==> src/iopfs_defines.svh <==
// Constants for the port pin function select block: line count, config codes, reset values.
// Assumes inclusion by bare name from package and modules.
// Functional notes
// - 28 port lines, each input, output, bidirectional or alternate function.
// - Standard lines let software pick TTL or CMOS input threshold.
// - Port 2 bits 1,0 always use Schmitt trigger input, ignoring selection; padSchmitt is low from reset to the first clock edge after it.
// - Only port3_bit7 has a weak pull-up, enabled or disabled by software.
// - Pull-up requests on other lines have no effect.
// - Reset: port3_bit7 alternate function, push-pull, TTL.
// - Reset: other lines bidirectional, open drain, TTL.
// - At most one alternate function drives any pin at a time.
// - Alternate inputs connect implicitly when their peripheral is enabled.
// - Port 4 alternate outputs carry PWM channels 0..7 in order.
// - port3_bit7 alternate function drives internal_reset_out.
`ifndef IOPFS_DEFINES_SVH
`define IOPFS_DEFINES_SVH
`define IOPFS_NLINES 28
`define IOPFS_AWIDTH 3
// Register indices: 0..2 config bits 0..2, 3 data, 4 pull-up enable, 5 pin level (read only)
`define IOPFS_REG_CFG0 3'h0
`define IOPFS_REG_CFG1 3'h1
`define IOPFS_REG_CFG2 3'h2
`define IOPFS_REG_DATA 3'h3
`define IOPFS_REG_PULL 3'h4
`define IOPFS_REG_PIN 3'h5
// Line index of port3_bit7, of the two Schmitt lines and of port 4 bit 0
`define IOPFS_IDX_P37 5'h0f
`define IOPFS_IDX_P20 5'h08
`define IOPFS_IDX_P21 5'h09
`define IOPFS_IDX_P40 5'h10
// Reset values: bidirectional open drain TTL = 0,0,0 except port3_bit7 alt push-pull 0,1,1
`define IOPFS_RST_CFG0 28'h0008000
`define IOPFS_RST_CFG1 28'h0008000
`define IOPFS_RST_CFG2 28'h0000000
`define IOPFS_RST_DATA 28'hfffffff
`define IOPFS_RST_PULL 28'h0000000
// Config codes {cfg2,cfg1,cfg0}
`define IOPFS_C_IN_TTL 3'h5
`define IOPFS_C_IN_CMOS 3'h4
`define IOPFS_C_OUT_OD 3'h2
`define IOPFS_C_OUT_PP 3'h6
`define IOPFS_C_AF_OD 3'h1
`define IOPFS_C_AF_PP 3'h3
`define IOPFS_C_ANALOG 3'h7
`define IOPFS_C_BID 3'h0
`endif

==> src/iopfs_pkg.sv <==
// Types for the port pin function select block.
// Assumes the defines header is on the include path.
`include "iopfs_defines.svh"
package iopfs_pkg;
   typedef logic [`IOPFS_NLINES-1:0] iopfs_vec_t;
   typedef enum logic [1:0] {IOPFS_DIR_IN, IOPFS_DIR_OUT, IOPFS_DIR_BID} iopfs_dir_t;
endpackage

==> src/iopfs_cfg_if.sv <==
// Decoded per-line configuration carried from the register file to the pin logic.
// Assumes one clock domain.
`timescale 1ns/1ps
`default_nettype none
interface iopfs_cfg_if;
   import iopfs_pkg::*;
   iopfs_vec_t drvEn;
   iopfs_vec_t pushPull;
   iopfs_vec_t altSel;
   iopfs_vec_t cmosSel;
   iopfs_vec_t analogSel;
   iopfs_vec_t dataBit;
   iopfs_vec_t pullEn;
   modport src (output drvEn, pushPull, altSel, cmosSel, analogSel, dataBit, pullEn);
   modport dst (input drvEn, pushPull, altSel, cmosSel, analogSel, dataBit, pullEn);
endinterface
`default_nettype wire

==> src/iopfs_line_cfg.sv <==
// Decodes the three config bit vectors into per-line mode signals.
// Assumes register vectors come from flops of the same clock.
`timescale 1ns/1ps
`default_nettype none
`include "iopfs_defines.svh"
module iopfs_line_cfg
   import iopfs_pkg::*;
(
   input wire logic [`IOPFS_NLINES-1:0] cfg0,
   input wire logic [`IOPFS_NLINES-1:0] cfg1,
   input wire logic [`IOPFS_NLINES-1:0] cfg2,
   input wire logic [`IOPFS_NLINES-1:0] dataReg,
   input wire logic [`IOPFS_NLINES-1:0] pullReg,
   iopfs_cfg_if.src cfg
);
   genvar i;
   // One decoder per line
   generate
      for (i = 0; i < `IOPFS_NLINES; i++) begin : g_line
         logic [2:0] code;
         assign code = {cfg2[i], cfg1[i], cfg0[i]};
         // Output codes and bidirectional enable the driver
         assign cfg.drvEn[i] = (code == `IOPFS_C_OUT_OD) || (code == `IOPFS_C_OUT_PP) ||
            (code == `IOPFS_C_AF_OD) || (code == `IOPFS_C_AF_PP) ||
            (code == `IOPFS_C_BID);
         assign cfg.pushPull[i] = (code == `IOPFS_C_OUT_PP) || (code == `IOPFS_C_AF_PP);
         // Alt output only by explicit selection, never by peripheral enable
         assign cfg.altSel[i] = (code == `IOPFS_C_AF_OD) || (code == `IOPFS_C_AF_PP);
         assign cfg.cmosSel[i] = (code == `IOPFS_C_IN_CMOS);
         assign cfg.analogSel[i] = (code == `IOPFS_C_ANALOG);
         assign cfg.dataBit[i] = dataReg[i];
         // Pull-up exists only on port3_bit7
         assign cfg.pullEn[i] = (i == `IOPFS_IDX_P37) ? pullReg[i] : 1'b0;
      end
   endgenerate
endmodule // iopfs_line_cfg
`default_nettype wire

==> src/iopfs_alt_mux.sv <==
// Picks the single alternate output for each line from the peripheral signals.
// Assumes peripherals drive their signals on core_clk.
`timescale 1ns/1ps
`default_nettype none
`include "iopfs_defines.svh"
module iopfs_alt_mux
   import iopfs_pkg::*;
(
   input wire logic [7:0] pwmOut,
   input wire logic internalResetOut,
   input wire logic [`IOPFS_NLINES-1:0] otherAltOut,
   output logic [`IOPFS_NLINES-1:0] altOut
);
   genvar i;
   // Fixed one-function-per-line map; a pin never sees two sources
   generate
      for (i = 0; i < `IOPFS_NLINES; i++) begin : g_alt
         // Only the eight port 4 lines carry PWM; port 5 and above keep their own source
         if (i >= `IOPFS_IDX_P40 && i < `IOPFS_IDX_P40 + 8) begin : g_pwm
            assign altOut[i] = pwmOut[i-`IOPFS_IDX_P40];
         end else if (i == `IOPFS_IDX_P37) begin : g_rst
            assign altOut[i] = internalResetOut;
         end else begin : g_oth
            assign altOut[i] = otherAltOut[i];
         end
      end
   endgenerate
endmodule // iopfs_alt_mux
`default_nettype wire

==> src/iopfs_top.sv <==
// Top of the pin function select block: register port, pin drivers, input sync.
// Assumes one core clock; pins are resolved outside from out/oe. Line index order:
// port 0 is 0..7, port 2 is 8..13, port 3 bit 4 is 14, port3_bit7 is 15,
// port 4 is 16..23, port 5 is 24..25, port 3 bits 5 and 6 are 26..27.
//
// Our own choices: the address-and-strobe port and the register offsets.
`timescale 1ns/1ps
`default_nettype none
`include "iopfs_defines.svh"
module iopfs_top
   import iopfs_pkg::*;
(
   input wire logic core_clk,
   input wire logic rst_n,
   input wire logic [`IOPFS_AWIDTH-1:0] regAddr,
   input wire logic [`IOPFS_NLINES-1:0] regWdata,
   input wire logic regWr,
   input wire logic regRd,
   output logic [`IOPFS_NLINES-1:0] regRdata,
   input wire logic [7:0] pwmOut,
   input wire logic internalResetOut,
   input wire logic [`IOPFS_NLINES-1:0] otherAltOut,
   input wire logic [`IOPFS_NLINES-1:0] periphEn,
   input wire logic [`IOPFS_NLINES-1:0] padIn,
   output logic [`IOPFS_NLINES-1:0] padOut,
   output logic [`IOPFS_NLINES-1:0] padOe,
   output logic [`IOPFS_NLINES-1:0] padPullEn,
   output logic [`IOPFS_NLINES-1:0] padCmosSel,
   output logic [`IOPFS_NLINES-1:0] padSchmitt,
   output logic [`IOPFS_NLINES-1:0] padAnalogEn,
   output logic [`IOPFS_NLINES-1:0] altIn,
   output logic [`IOPFS_NLINES-1:0] gpIn
);
   localparam iopfs_vec_t SCHMITT = (28'h1 << `IOPFS_IDX_P20) | (28'h1 << `IOPFS_IDX_P21);

   // Software-visible registers and read data
   iopfs_vec_t cfg0_ff, cfg1_ff, cfg2_ff, data_ff, pull_ff, rd_ff;
   iopfs_vec_t nxt_cfg0, nxt_cfg1, nxt_cfg2, nxt_data, nxt_pull, nxt_rd;
   // Two-stage pin synchroniser
   iopfs_vec_t syncA_ff, syncB_ff;
   // Pad control flops and their next values
   iopfs_vec_t out_ff, oe_ff, pu_ff, cm_ff, sc_ff, an_ff, ai_ff;
   iopfs_vec_t nxt_out, nxt_oe, nxt_pu, nxt_cm, nxt_sc, nxt_an, nxt_ai;
   // Alternate outputs and decoded configuration
   iopfs_vec_t altOut;
   iopfs_cfg_if cfg ();

   iopfs_line_cfg u_cfg (
      .cfg0(cfg0_ff),
      .cfg1(cfg1_ff),
      .cfg2(cfg2_ff),
      .dataReg(data_ff),
      .pullReg(pull_ff),
      .cfg(cfg)
   );

   iopfs_alt_mux u_mux (
      .pwmOut(pwmOut),
      .internalResetOut(internalResetOut),
      .otherAltOut(otherAltOut),
      .altOut(altOut)
   );

   // Register port: writes land next edge, reads answer the following cycle
   always_comb begin
      nxt_cfg0 = cfg0_ff;
      nxt_cfg1 = cfg1_ff;
      nxt_cfg2 = cfg2_ff;
      nxt_data = data_ff;
      nxt_pull = pull_ff;
      nxt_rd = '0;
      if (regWr) begin
         unique case (regAddr)
            `IOPFS_REG_CFG0: nxt_cfg0 = regWdata;
            `IOPFS_REG_CFG1: nxt_cfg1 = regWdata;
            `IOPFS_REG_CFG2: nxt_cfg2 = regWdata;
            `IOPFS_REG_DATA: nxt_data = regWdata;
            `IOPFS_REG_PULL: nxt_pull = regWdata;
            default: ;
         endcase
      end
      if (regRd) begin
         unique case (regAddr)
            `IOPFS_REG_CFG0: nxt_rd = cfg0_ff;
            `IOPFS_REG_CFG1: nxt_rd = cfg1_ff;
            `IOPFS_REG_CFG2: nxt_rd = cfg2_ff;
            `IOPFS_REG_DATA: nxt_rd = data_ff;
            `IOPFS_REG_PULL: nxt_rd = pull_ff;
            `IOPFS_REG_PIN: nxt_rd = syncB_ff;
            default: nxt_rd = '0; // Unmapped reads give zero
         endcase
      end
   end

   // Register state; reset codes put port3_bit7 in alt push-pull, the rest bidir open drain
   always_ff @(posedge core_clk or negedge rst_n) begin
      if (!rst_n) begin
         cfg0_ff <= `IOPFS_RST_CFG0;
         cfg1_ff <= `IOPFS_RST_CFG1;
         cfg2_ff <= `IOPFS_RST_CFG2;
         data_ff <= `IOPFS_RST_DATA;
         pull_ff <= `IOPFS_RST_PULL;
         rd_ff <= '0;
      end else begin
         cfg0_ff <= nxt_cfg0;
         cfg1_ff <= nxt_cfg1;
         cfg2_ff <= nxt_cfg2;
         data_ff <= nxt_data;
         pull_ff <= nxt_pull;
         rd_ff <= nxt_rd;
      end
   end

   // Pin drive: open drain enables only for a zero, push-pull drives both
   always_comb begin
      iopfs_vec_t val;
      val = '0;
      nxt_out = '0;
      nxt_oe = '0;
      for (int k = 0; k < `IOPFS_NLINES; k++) begin
         val[k] = cfg.altSel[k] ? altOut[k] : cfg.dataBit[k];
         nxt_out[k] = val[k];
         if (cfg.drvEn[k]) begin
            nxt_oe[k] = cfg.pushPull[k] | ~val[k];
         end
      end
      nxt_pu = cfg.pullEn;
      nxt_cm = cfg.cmosSel & ~SCHMITT;
      nxt_sc = SCHMITT;
      nxt_an = cfg.analogSel;
      // Alt inputs follow the synced pin whenever the peripheral is enabled
      nxt_ai = syncB_ff & periphEn;
   end

   // Pad controls are registered so every output leaves a flop
   always_ff @(posedge core_clk or negedge rst_n) begin
      if (!rst_n) begin
         syncA_ff <= '0;
         syncB_ff <= '0;
         out_ff <= '1;
         oe_ff <= '0;
         pu_ff <= '0;
         cm_ff <= '0;
         sc_ff <= '0;
         an_ff <= '0;
         ai_ff <= '0;
      end else begin
         syncA_ff <= padIn;
         syncB_ff <= syncA_ff;
         out_ff <= nxt_out;
         oe_ff <= nxt_oe;
         pu_ff <= nxt_pu;
         cm_ff <= nxt_cm;
         sc_ff <= nxt_sc;
         an_ff <= nxt_an;
         ai_ff <= nxt_ai;
      end
   end

   assign regRdata = rd_ff;
   assign padOut = out_ff;
   assign padOe = oe_ff;
   assign padPullEn = pu_ff;
   assign padCmosSel = cm_ff;
   assign padSchmitt = sc_ff;
   assign padAnalogEn = an_ff;
   assign altIn = ai_ff;
   assign gpIn = syncB_ff;

   // Checks
   property p_rd_latency;
      @(posedge core_clk) disable iff (!rst_n)
      regRd && regAddr == `IOPFS_REG_DATA && !regWr |=> regRdata == $past(data_ff);
   endproperty
   a_rd_latency: assert property (p_rd_latency) else $error("read data wrong");
   property p_schmitt;
      @(posedge core_clk) disable iff (!rst_n)
      ##1 !padCmosSel[`IOPFS_IDX_P20] && !padCmosSel[`IOPFS_IDX_P21];
   endproperty
   a_schmitt: assert property (p_schmitt) else $error("schmitt line took cmos");
   property p_cmos;
      @(posedge core_clk) disable iff (!rst_n)
      cfg.cmosSel[3] |=> padCmosSel[3];
   endproperty
   a_cmos: assert property (p_cmos) else $error("cmos select lost");
   property p_nopull;
      @(posedge core_clk) disable iff (!rst_n)
      padPullEn[0] == 1'b0 && padPullEn[`IOPFS_IDX_P40] == 1'b0;
   endproperty
   a_nopull: assert property (p_nopull) else $error("pull-up on line without one");
   property p_pull37;
      @(posedge core_clk) disable iff (!rst_n)
      pull_ff[`IOPFS_IDX_P37] |=> padPullEn[`IOPFS_IDX_P37];
   endproperty
   a_pull37: assert property (p_pull37) else $error("pull-up not applied");
   property p_pwm_output_zero;
      @(posedge core_clk) disable iff (!rst_n)
      cfg.altSel[`IOPFS_IDX_P40] |=> padOut[`IOPFS_IDX_P40] == $past(pwmOut[0]);
   endproperty
   a_pwm_output_zero: assert property (p_pwm_output_zero) else $error("pwm_output_zero not routed");
   property p_rst37;
      @(posedge core_clk) disable iff (!rst_n)
      rst_n && cfg.altSel[`IOPFS_IDX_P37] |=> padOut[`IOPFS_IDX_P37] == $past(internalResetOut);
   endproperty
   a_rst37: assert property (p_rst37) else $error("reset out not routed");
   property p_gpout;
      @(posedge core_clk) disable iff (!rst_n)
      cfg.drvEn[1] && !cfg.altSel[1] |=> padOut[1] == $past(data_ff[1]);
   endproperty
   a_gpout: assert property (p_gpout) else $error("gp output not from data");
   property p_od;
      @(posedge core_clk) disable iff (!rst_n)
      cfg.drvEn[2] && !cfg.pushPull[2] && data_ff[2] && !cfg.altSel[2] |=> !padOe[2];
   endproperty
   a_od: assert property (p_od) else $error("open drain drove a one");
   property p_altin;
      @(posedge core_clk) disable iff (!rst_n)
      !periphEn[3] |=> !altIn[3];
   endproperty
   a_altin: assert property (p_altin) else $error("alt input without peripheral");

   // Register port checks
   property p_rd_cfg2;
      @(posedge core_clk) disable iff (!rst_n)
      regRd && regAddr == `IOPFS_REG_CFG2 && !regWr |=> regRdata == $past(cfg2_ff);
   endproperty
   a_rd_cfg2: assert property (p_rd_cfg2) else $error("config readback wrong");
   property p_rd_pin;
      @(posedge core_clk) disable iff (!rst_n)
      regRd && regAddr == `IOPFS_REG_PIN |=> regRdata == $past(syncB_ff);
   endproperty
   a_rd_pin: assert property (p_rd_pin) else $error("pin level readback wrong");
   property p_rd_idle;
      @(posedge core_clk) disable iff (!rst_n)
      !regRd |=> regRdata == '0;
   endproperty
   a_rd_idle: assert property (p_rd_idle) else $error("read data outside read slot");
   property p_wr_data;
      @(posedge core_clk) disable iff (!rst_n)
      regWr && regAddr == `IOPFS_REG_DATA |=> data_ff == $past(regWdata);
   endproperty
   a_wr_data: assert property (p_wr_data) else $error("data write lost");
   property p_wr_pull;
      @(posedge core_clk) disable iff (!rst_n)
      regWr && regAddr == `IOPFS_REG_PULL |=> pull_ff == $past(regWdata);
   endproperty
   a_wr_pull: assert property (p_wr_pull) else $error("pull-up write lost");

   // Pin drive and input checks
   property p_pp_drive;
      @(posedge core_clk) disable iff (!rst_n)
      cfg.drvEn[0] && cfg.pushPull[0] |=> padOe[0];
   endproperty
   a_pp_drive: assert property (p_pp_drive) else $error("push-pull released the pin");
   property p_od_low;
      @(posedge core_clk) disable iff (!rst_n)
      cfg.drvEn[2] && !cfg.pushPull[2] && !cfg.altSel[2] && !data_ff[2] |=> padOe[2] && !padOut[2];
   endproperty
   a_od_low: assert property (p_od_low) else $error("open drain did not pull low");
   property p_analog;
      @(posedge core_clk) disable iff (!rst_n)
      cfg.analogSel[10] |=> padAnalogEn[10] && !padOe[10];
   endproperty
   a_analog: assert property (p_analog) else $error("analog line not connected");
   property p_other_alt;
      @(posedge core_clk) disable iff (!rst_n)
      cfg.altSel[24] |=> padOut[24] == $past(otherAltOut[24]);
   endproperty
   a_other_alt: assert property (p_other_alt) else $error("wrong alternate source");
   property p_pwm7;
      @(posedge core_clk) disable iff (!rst_n)
      cfg.altSel[23] |=> padOut[23] == $past(pwmOut[7]);
   endproperty
   a_pwm7: assert property (p_pwm7) else $error("pwm7 not routed");
   property p_altin_on;
      @(posedge core_clk) disable iff (!rst_n)
      rst_n && periphEn[5] |=> altIn[5] == $past(syncB_ff[5]);
   endproperty
   a_altin_on: assert property (p_altin_on) else $error("alt input not connected");
   property p_ttl;
      @(posedge core_clk) disable iff (!rst_n)
      !cfg.cmosSel[4] |=> !padCmosSel[4];
   endproperty
   a_ttl: assert property (p_ttl) else $error("ttl line took cmos");
   property p_gpin;
      @(posedge core_clk) disable iff (!rst_n)
      rst_n ##1 rst_n |=> gpIn == $past(padIn, 2);
   endproperty
   a_gpin: assert property (p_gpin) else $error("input sync wrong");

   // Reset checks; no disable here, the release edge itself is the trigger
   property p_rst37cfg;
      @(posedge core_clk)
      !rst_n ##1 rst_n |-> cfg.altSel[15] && cfg.pushPull[15] && !cfg.cmosSel[15];
   endproperty
   a_rst37cfg: assert property (p_rst37cfg) else $error("reset line 15 config wrong");
   property p_rstbid;
      @(posedge core_clk)
      !rst_n ##1 rst_n |-> cfg.drvEn[0] && !cfg.pushPull[0] && !cfg.altSel[0] && !cfg.cmosSel[0];
   endproperty
   a_rstbid: assert property (p_rstbid) else $error("reset line 0 config wrong");
   c_pwm: cover property (@(posedge core_clk) disable iff (!rst_n) cfg.altSel[`IOPFS_IDX_P40]);
   c_wr: cover property (@(posedge core_clk) disable iff (!rst_n) regWr ##1 regRd);
   c_an: cover property (@(posedge core_clk) disable iff (!rst_n) padAnalogEn[10]);
   c_alt24: cover property (@(posedge core_clk) disable iff (!rst_n) cfg.altSel[24]);
   c_pull: cover property (@(posedge core_clk) disable iff (!rst_n) padPullEn[`IOPFS_IDX_P37]);
endmodule // iopfs_top
`default_nettype wire

==> config.mk <==
export PLATFORM = sky130hd
export DESIGN_NAME = iopfs_top
export DESIGN_NICKNAME = d
export VERILOG_FILES = /design/src/iopfs_pkg.sv /design/src/iopfs_cfg_if.sv /design/src/iopfs_line_cfg.sv /design/src/iopfs_alt_mux.sv /design/src/iopfs_top.sv
export VERILOG_INCLUDE_DIRS = /design/src /design/src/src
export SDC_FILE = /design/constraint.sdc
export NUM_CORES = 1
export LEC_CHECK = 0
export ABC_AREA = 0
export ABC_CLOCK_PERIOD_IN_PS = 1700
export BUFFER_PORTS_ARGS = -buffer_cell sky130_fd_sc_hd__buf_2
export CAP_MARGIN = 0
export CORE_ASPECT_RATIO = 0.75
export CORE_MARGIN = 2
export CORE_UTILIZATION = 40
export CTS_CLUSTER_SIZE = 8
export DETAILED_ROUTE_END_ITERATION = 10
export GPL_TIMING_DRIVEN = 0
export PLACE_DENSITY = 0.72
export SYNTH_ARGS = -nofsm -noshare
export SYNTH_HDL_FRONTEND = slang
export SYNTH_SLANG_ARGS = --single-unit
export TNS_END_PERCENT = 5
==> constraint.sdc <==
create_clock -name core_clk -period 1.7 [get_ports core_clk]
set_input_delay 0.34 -clock core_clk [delete_from_list [all_inputs] [get_ports core_clk]]
set_output_delay 0.34 -clock core_clk [all_outputs]
set_load 0.01 [all_outputs]
==> results of run 1 <==
[cells in the mapped netlist]
library cell,number,area share (%)
nand2b_4,1,0.095
buf_2,12,0.41
and2_1,28,1.2
and3b_1,1,0.060
and3_1,28,1.2
clkbuf_2,1,0.034
o22ai_1,12,0.52
nand2b_1,31,1.3
a211oi_1,2,0.10
a2bb2oi_1,28,1.7
nand3b_1,1,0.052
buf_6,4,0.31
clkbuf_1,4,0.10
o21a_1,1,0.052
mux2_4,40,4.1
nor2_8,3,0.41
dfstp_2,58,10
conb_1,2,0.052
dfrtp_1,306,53
mux4_2,13,2.0
mux2_2,128,9.9
or2_1,1,0.043
a21boi_0,14,0.72
nand4b_1,1,0.060
nor3b_2,1,0.086
nor3b_1,27,1.4
buf_4,63,3.3
a21boi_1,1,0.052
nand2_1,3,0.077
o21ai_0,1,0.034
buf_12,4,0.55
nor2b_1,28,1.2
a22oi_1,28,1.4
a21oi_1,29,1.0
mux2i_1,43,3.0
inv_1,13,0.34
[cells by family after synthesis]
logic type	synth area share [%]
AO/OA/AOI/OAI	5.608
buffers and inverters	4.997
flip-flops	63.11
multiplexers	19.01
other	0.05162
AND/OR/NAND/NOR	7.225
[where the power goes]
group,internal (mW),switching [mW]
clock network,5.70,3.62
logic,2.47,2.03
registers,10.5,1.19
[final timing paths]
path | end | slack (ns)
min in group core_clk | altIn[26]$_DFF_PN0_ | 0.03
max in group asynchronous | data_ff[13]$_DFFE_PN1P_ | 0.61
setup / recovery | padOut[15] | 0.15
hold / removal | padAnalogEn[0]$_DFF_PN0_ | -0.24
setup reg to reg | padOe[15]$_DFF_PN0_ | 0.35
hold reg to reg | gpIn[2]$_DFF_PN0_ | 0.34
[cell type report]
type | count | share of cell area, %
Buffer | 88 | 3.571
Clock inverter | 2 | 0.2042
Clock buffer | 87 | 7.431
Tap cell | 465 | 3.063
Antenna cell | 2 | 0.02635
Multi-Input combinational cell | 550 | 25.50
Inverter | 13 | 0.2569
Sequential cell | 364 | 48.34
Timing Repair Buffer | 371 | 11.61
[metal layers]
| metal | vias to the layer above | part of all wire [%] | GRT usage, % |
|---|---|---|---|
| met2 | 272 | 48 | 32.23 |
| met1 | 4775 | 45 | 26.94 |
| li1 | 4258 | - | - |
| met3 | 68 | 5.7 | 4.588 |
| met5 | - | 0.071 | 0 |
| met4 | 4 | 1.7 | 5.298 |
[worst reg2reg max path: cells and delay by family, from the launching register on]
kind	cells	cell delay, ns
AOI/OAI and AO/OA	1	0.16
and+or+nand+nor	1	0.16
DFF	1	0.57
muxes	1	0.36
[metrics by stage]
| stage | TNS [ns] | utilization, % |
|---|---|---|
| after floorplan | 0 | - |
| after global placement | -2270.31 | 47.11 |
| after detailed placement | -24.22 | 47.36 |
| after CTS | 0 | 52.91 |
| after global routing | 0 | 52.92 |
| final | 0 | 52.93 |
==> qor.csv, run 1 <==
metric,value,unit
dp_hpwl,25.31,mm
crit_path_max_fanout,1,
rsz0062_at_grt,no,
vias,9377,
whs,-0.2417,ns
ff_latch_area,9181,µm²
drive_gt1_share,47.32,%
grt_pass1_wl,57.52,mm
grt_overflow,0,
peakVddDrop,0.0009936,V
crit_type,reg2out,
clk_path_buf_depth,3,
tightestPinTransition,0.8939,ns
multi_input_area,4842,µm²
dp_cells,1797,
powerDensity,1342,nW/µm²
place_ws,-0.3099,ns
grt_usage,19.84,%
grt_start_max_net_pins,110,
post-route-drc-count,0,
critPathLaunch,padOut[15]$_DFF_PN1_,
num_rows,60,
fin_area,18990,µm²
finClkSkew,0.01157,ns
status,"finished, violations left",
avgSynthCellArea,15.14,µm²
cts.reportedPaths.clkPinSlew,0.05,ns
yosysWarnings,0,
initial_core_util,40.54,%
netlist_area,14550,µm²
path_cells,buf_2,
maxSlewHeadroom,40.40,%
cp.arrival,1.21,ns
wl_per_cell,19.64,µm
fp.dieH,169.2,µm
wl,38.14,mm
reg2regPathDepth,3,
final_common_cell,buf_2,
cts-htree-levels,2,
max_freq,643.9,MHz
cp.depth,1,
mostFrequentLayoutCells,"325 x buf_2, 306 x dfrtp_1, 128 x mux2_2",
cts_resized,0,
cts.sinks,364,
ctsRootBufferMaster,clkbuf_16,
setup_viol,0,
fin_ws,0.1470,ns
cpLargestDelayFamily,flip-flops,
p_total,25.49,mW
antenna_left,0,
cts_setup_buffers,0,
die_area,37930,µm²
grt_pass1_vias,9932,
placed_area,17000,µm²
drt_iter0_markers,449,
cts_buffers,51,
period_share,91.35,%
hp-class,in2async,
ys_seq_elements,364,
insertion_delay,0.55,ns
routabilityCongestion,0.8042,
violations,hold timing,
tritoncts,done,
max_stage_delay,0.54,ns
ioPinCount,380,
leakage,9.262,nW
die_w,224.2,µm
coreArea,35880,µm²
vias_per_cell,4.829,
antenna_found_initial,4,
nNetsFinal,1567,
drt-pass1-iter-count,4,
critPathCaptureType,output pin,
required,1.36,ns
syn_to_final_growth,30.55,%
fin_cells,1942,
yosysUniqueCellTypes,36,
synth_cells,961,
critPathBufInv,1,
synth_seq_area_share,63.11,%
finalCriticalPeriod,1.553,ns
port_buffers,314,
hold_buffers,54,
hold_viol,65,
reg2reg_from,cfg0_ff[15]$_DFFE_PN1P_,
cp_slowest_cell,dfstp_2,
cap_violations,0,
finalMaxSlewViolations,0,
cp-start-kind,flop,
nFillCells,3018,
Power figures use the tool's default switching activity.
==> run 2: changes to the inputs <==
--- a/config.mk
+++ b/config.mk
@@ -17,6 +17,7 @@
 export DETAILED_ROUTE_END_ITERATION = 10
 export GPL_TIMING_DRIVEN = 0
 export PLACE_DENSITY = 0.72
+export RECOVER_POWER = 50
 export SYNTH_ARGS = -nofsm -noshare
 export SYNTH_HDL_FRONTEND = slang
 export SYNTH_SLANG_ARGS = --single-unit
==> run 2 against run 1 <==
Against the previous run: the run still ends with hold timing left; first-iteration DRC count up 5.8%; power decreased by 0.16%; hold slack barely moved; sequential power about the same; non-clock buffer count stayed put; wire length is essentially flat; clock power about the same; fmax hardly changed; setup slack got worse by 0.00082 ns; critical path type unchanged; highest routed layer unchanged.
==> qor.csv, run 2 (synthesis gave the netlist of run 1 again) <==
metric,value,unit
status,"finished, violations left",
violations,hold timing,
crit_path_max_fanout,1,
nFillCells,3024,
antenna_found_initial,4,
p_total,25.45,mW
ioPinCount,380,
place_ws,-0.3099,ns
critPathCaptureType,output pin,
nNetsFinal,1567,
fin_ws,0.1462,ns
dp_cells,1797,
cp.arrival,1.21,ns
critPathBufInv,1,
critPathLaunch,padOut[15]$_DFF_PN1_,
coreArea,35880,µm²
initial_core_util,40.54,%
reg2reg_slack,0.35,ns
peakVddDrop,0.0009954,V
cp-start-kind,flop,
fin_cells,1942,
cts_buffers,51,
die_w,224.2,µm
hp-class,in2async,
grt_pass1_vias,9932,
post-route-drc-count,0,
syn_to_final_growth,30.35,%
finalCriticalPeriod,1.554,ns
vias_per_cell,4.838,
hold_buffers,54,
met3_usage,4.588,%
crit_type,reg2out,
whs,-0.2417,ns
cts_setup_buffers,0,
fin_setup_tns,0,ns
num_rows,60,
reg2reg_from,cfg0_ff[15]$_DFFE_PN1P_,
cpLargestDelayFamily,flip-flops,
met2_usage,32.23,%
grt_util_met1,26.94,%
tightestPinTransition,1.024,ns
clk_path_buf_depth,3,
maxSlewHeadroom,31.74,%
r2r_end,padOe[15]$_DFF_PN0_,
rsz0062_at_grt,no,
ctsRootBufferMaster,clkbuf_16,
finalMaxSlewViolations,0,
routabilityCongestion,0.8042,
wl_per_cell,19.62,µm
fp.dieH,169.2,µm
cts-htree-levels,2,
max_freq,643.6,MHz
busiest_layer,met2,
max_stage_delay,0.54,ns
path_cells,buf_2,
insertion_delay,0.55,ns
mostFrequentLayoutCells,"324 x buf_2, 306 x dfrtp_1, 111 x mux2_2",
powerDensity,1342,nW/µm²
grt_usage,19.84,%
leakage,9.239,nW
vias,9395,
drive_gt1_share,45.90,%
required,1.36,ns
cap_violations,0,
grt_start_max_net_pins,110,
cts.reportedPaths.clkPinSlew,0.05,ns
grt_pass1_wl,57.52,mm
finClkSkew,0.01085,ns
drt_iter0_markers,475,
drt-pass1-iter-count,6,
wl,38.11,mm
final_common_cell,buf_2,
setup_viol,0,
grt_overflow,0,
cts.sinks,364,
hold_viol,65,
antenna_left,0,
cp_slowest_cell,dfstp_2,
die_area,37930,µm²
reg2regPathDepth,3,
dp_hpwl,25.31,mm
tritoncts,done,
port_buffers,314,
period_share,91.40,%
[run 2: area by class of cell]
class                   count  area (µm²)  share of cell area [%]
flip-flops and latches    364        9181                   48.42
multi-input cells         550        4842                   25.53
repair buffers            371        2187                   11.53
clock buffers              87        1411                   7.443
plain buffers              88       666.9                   3.517
well taps                 465       581.8                   3.068
inverters                  13       48.80                  0.2573
clock inverters             2       38.79                  0.2045
diodes                      2       5.005                 0.02639
[run 2: worst max path at each step]
stage | endpoint | slack, ns | cells past startpoint
finish | padOut[15] | 0.15 | 1
global route | padOut[15] | 0.1 | 1
CTS | padOut[15] | 0.11 | 1
detailed placement | data_ff[24]$_DFFE_PN1P_ | -0.31 | 6
global placement | altIn[21]$_DFF_PN0_ | -6.58 | 1
floorplan | pull_ff[10]$_DFFE_PN0P_ | 0.11 | 6
[run 2: per-layer routing]
layer | vias up | share of wire [%]
li1 | 4264 | -
met1 | 4775 | 45
met2 | 283 | 48
met3 | 69 | 5.9
met4 | 4 | 1.7
met5 | - | 0.071
[run 2: metrics by stage]
step                      utilization [%]  hold slack, ns  cell area (µm²)
after floorplan                         -         0.04441            14750
after global placement              47.11          0.3316            16900
after detailed placement            47.36          0.3347            17000
after CTS                           52.91         -0.2261            18990
after global routing                52.84         -0.2091            18960
final                               52.85         -0.2417            18960
[run 2: report_power, final]
part           internal, mW  switching (mW)  leakage [nW]
Sequential             10.5            1.19          4.39
Clock                  5.70            3.63         0.690
Combinational          2.43            2.03          4.16
[run 2: repair_timing]
action                                  CTS  global route
endpoints found under the setup margin    0             0
gates resized for setup                   0             0
hold endpoints to repair                119            65
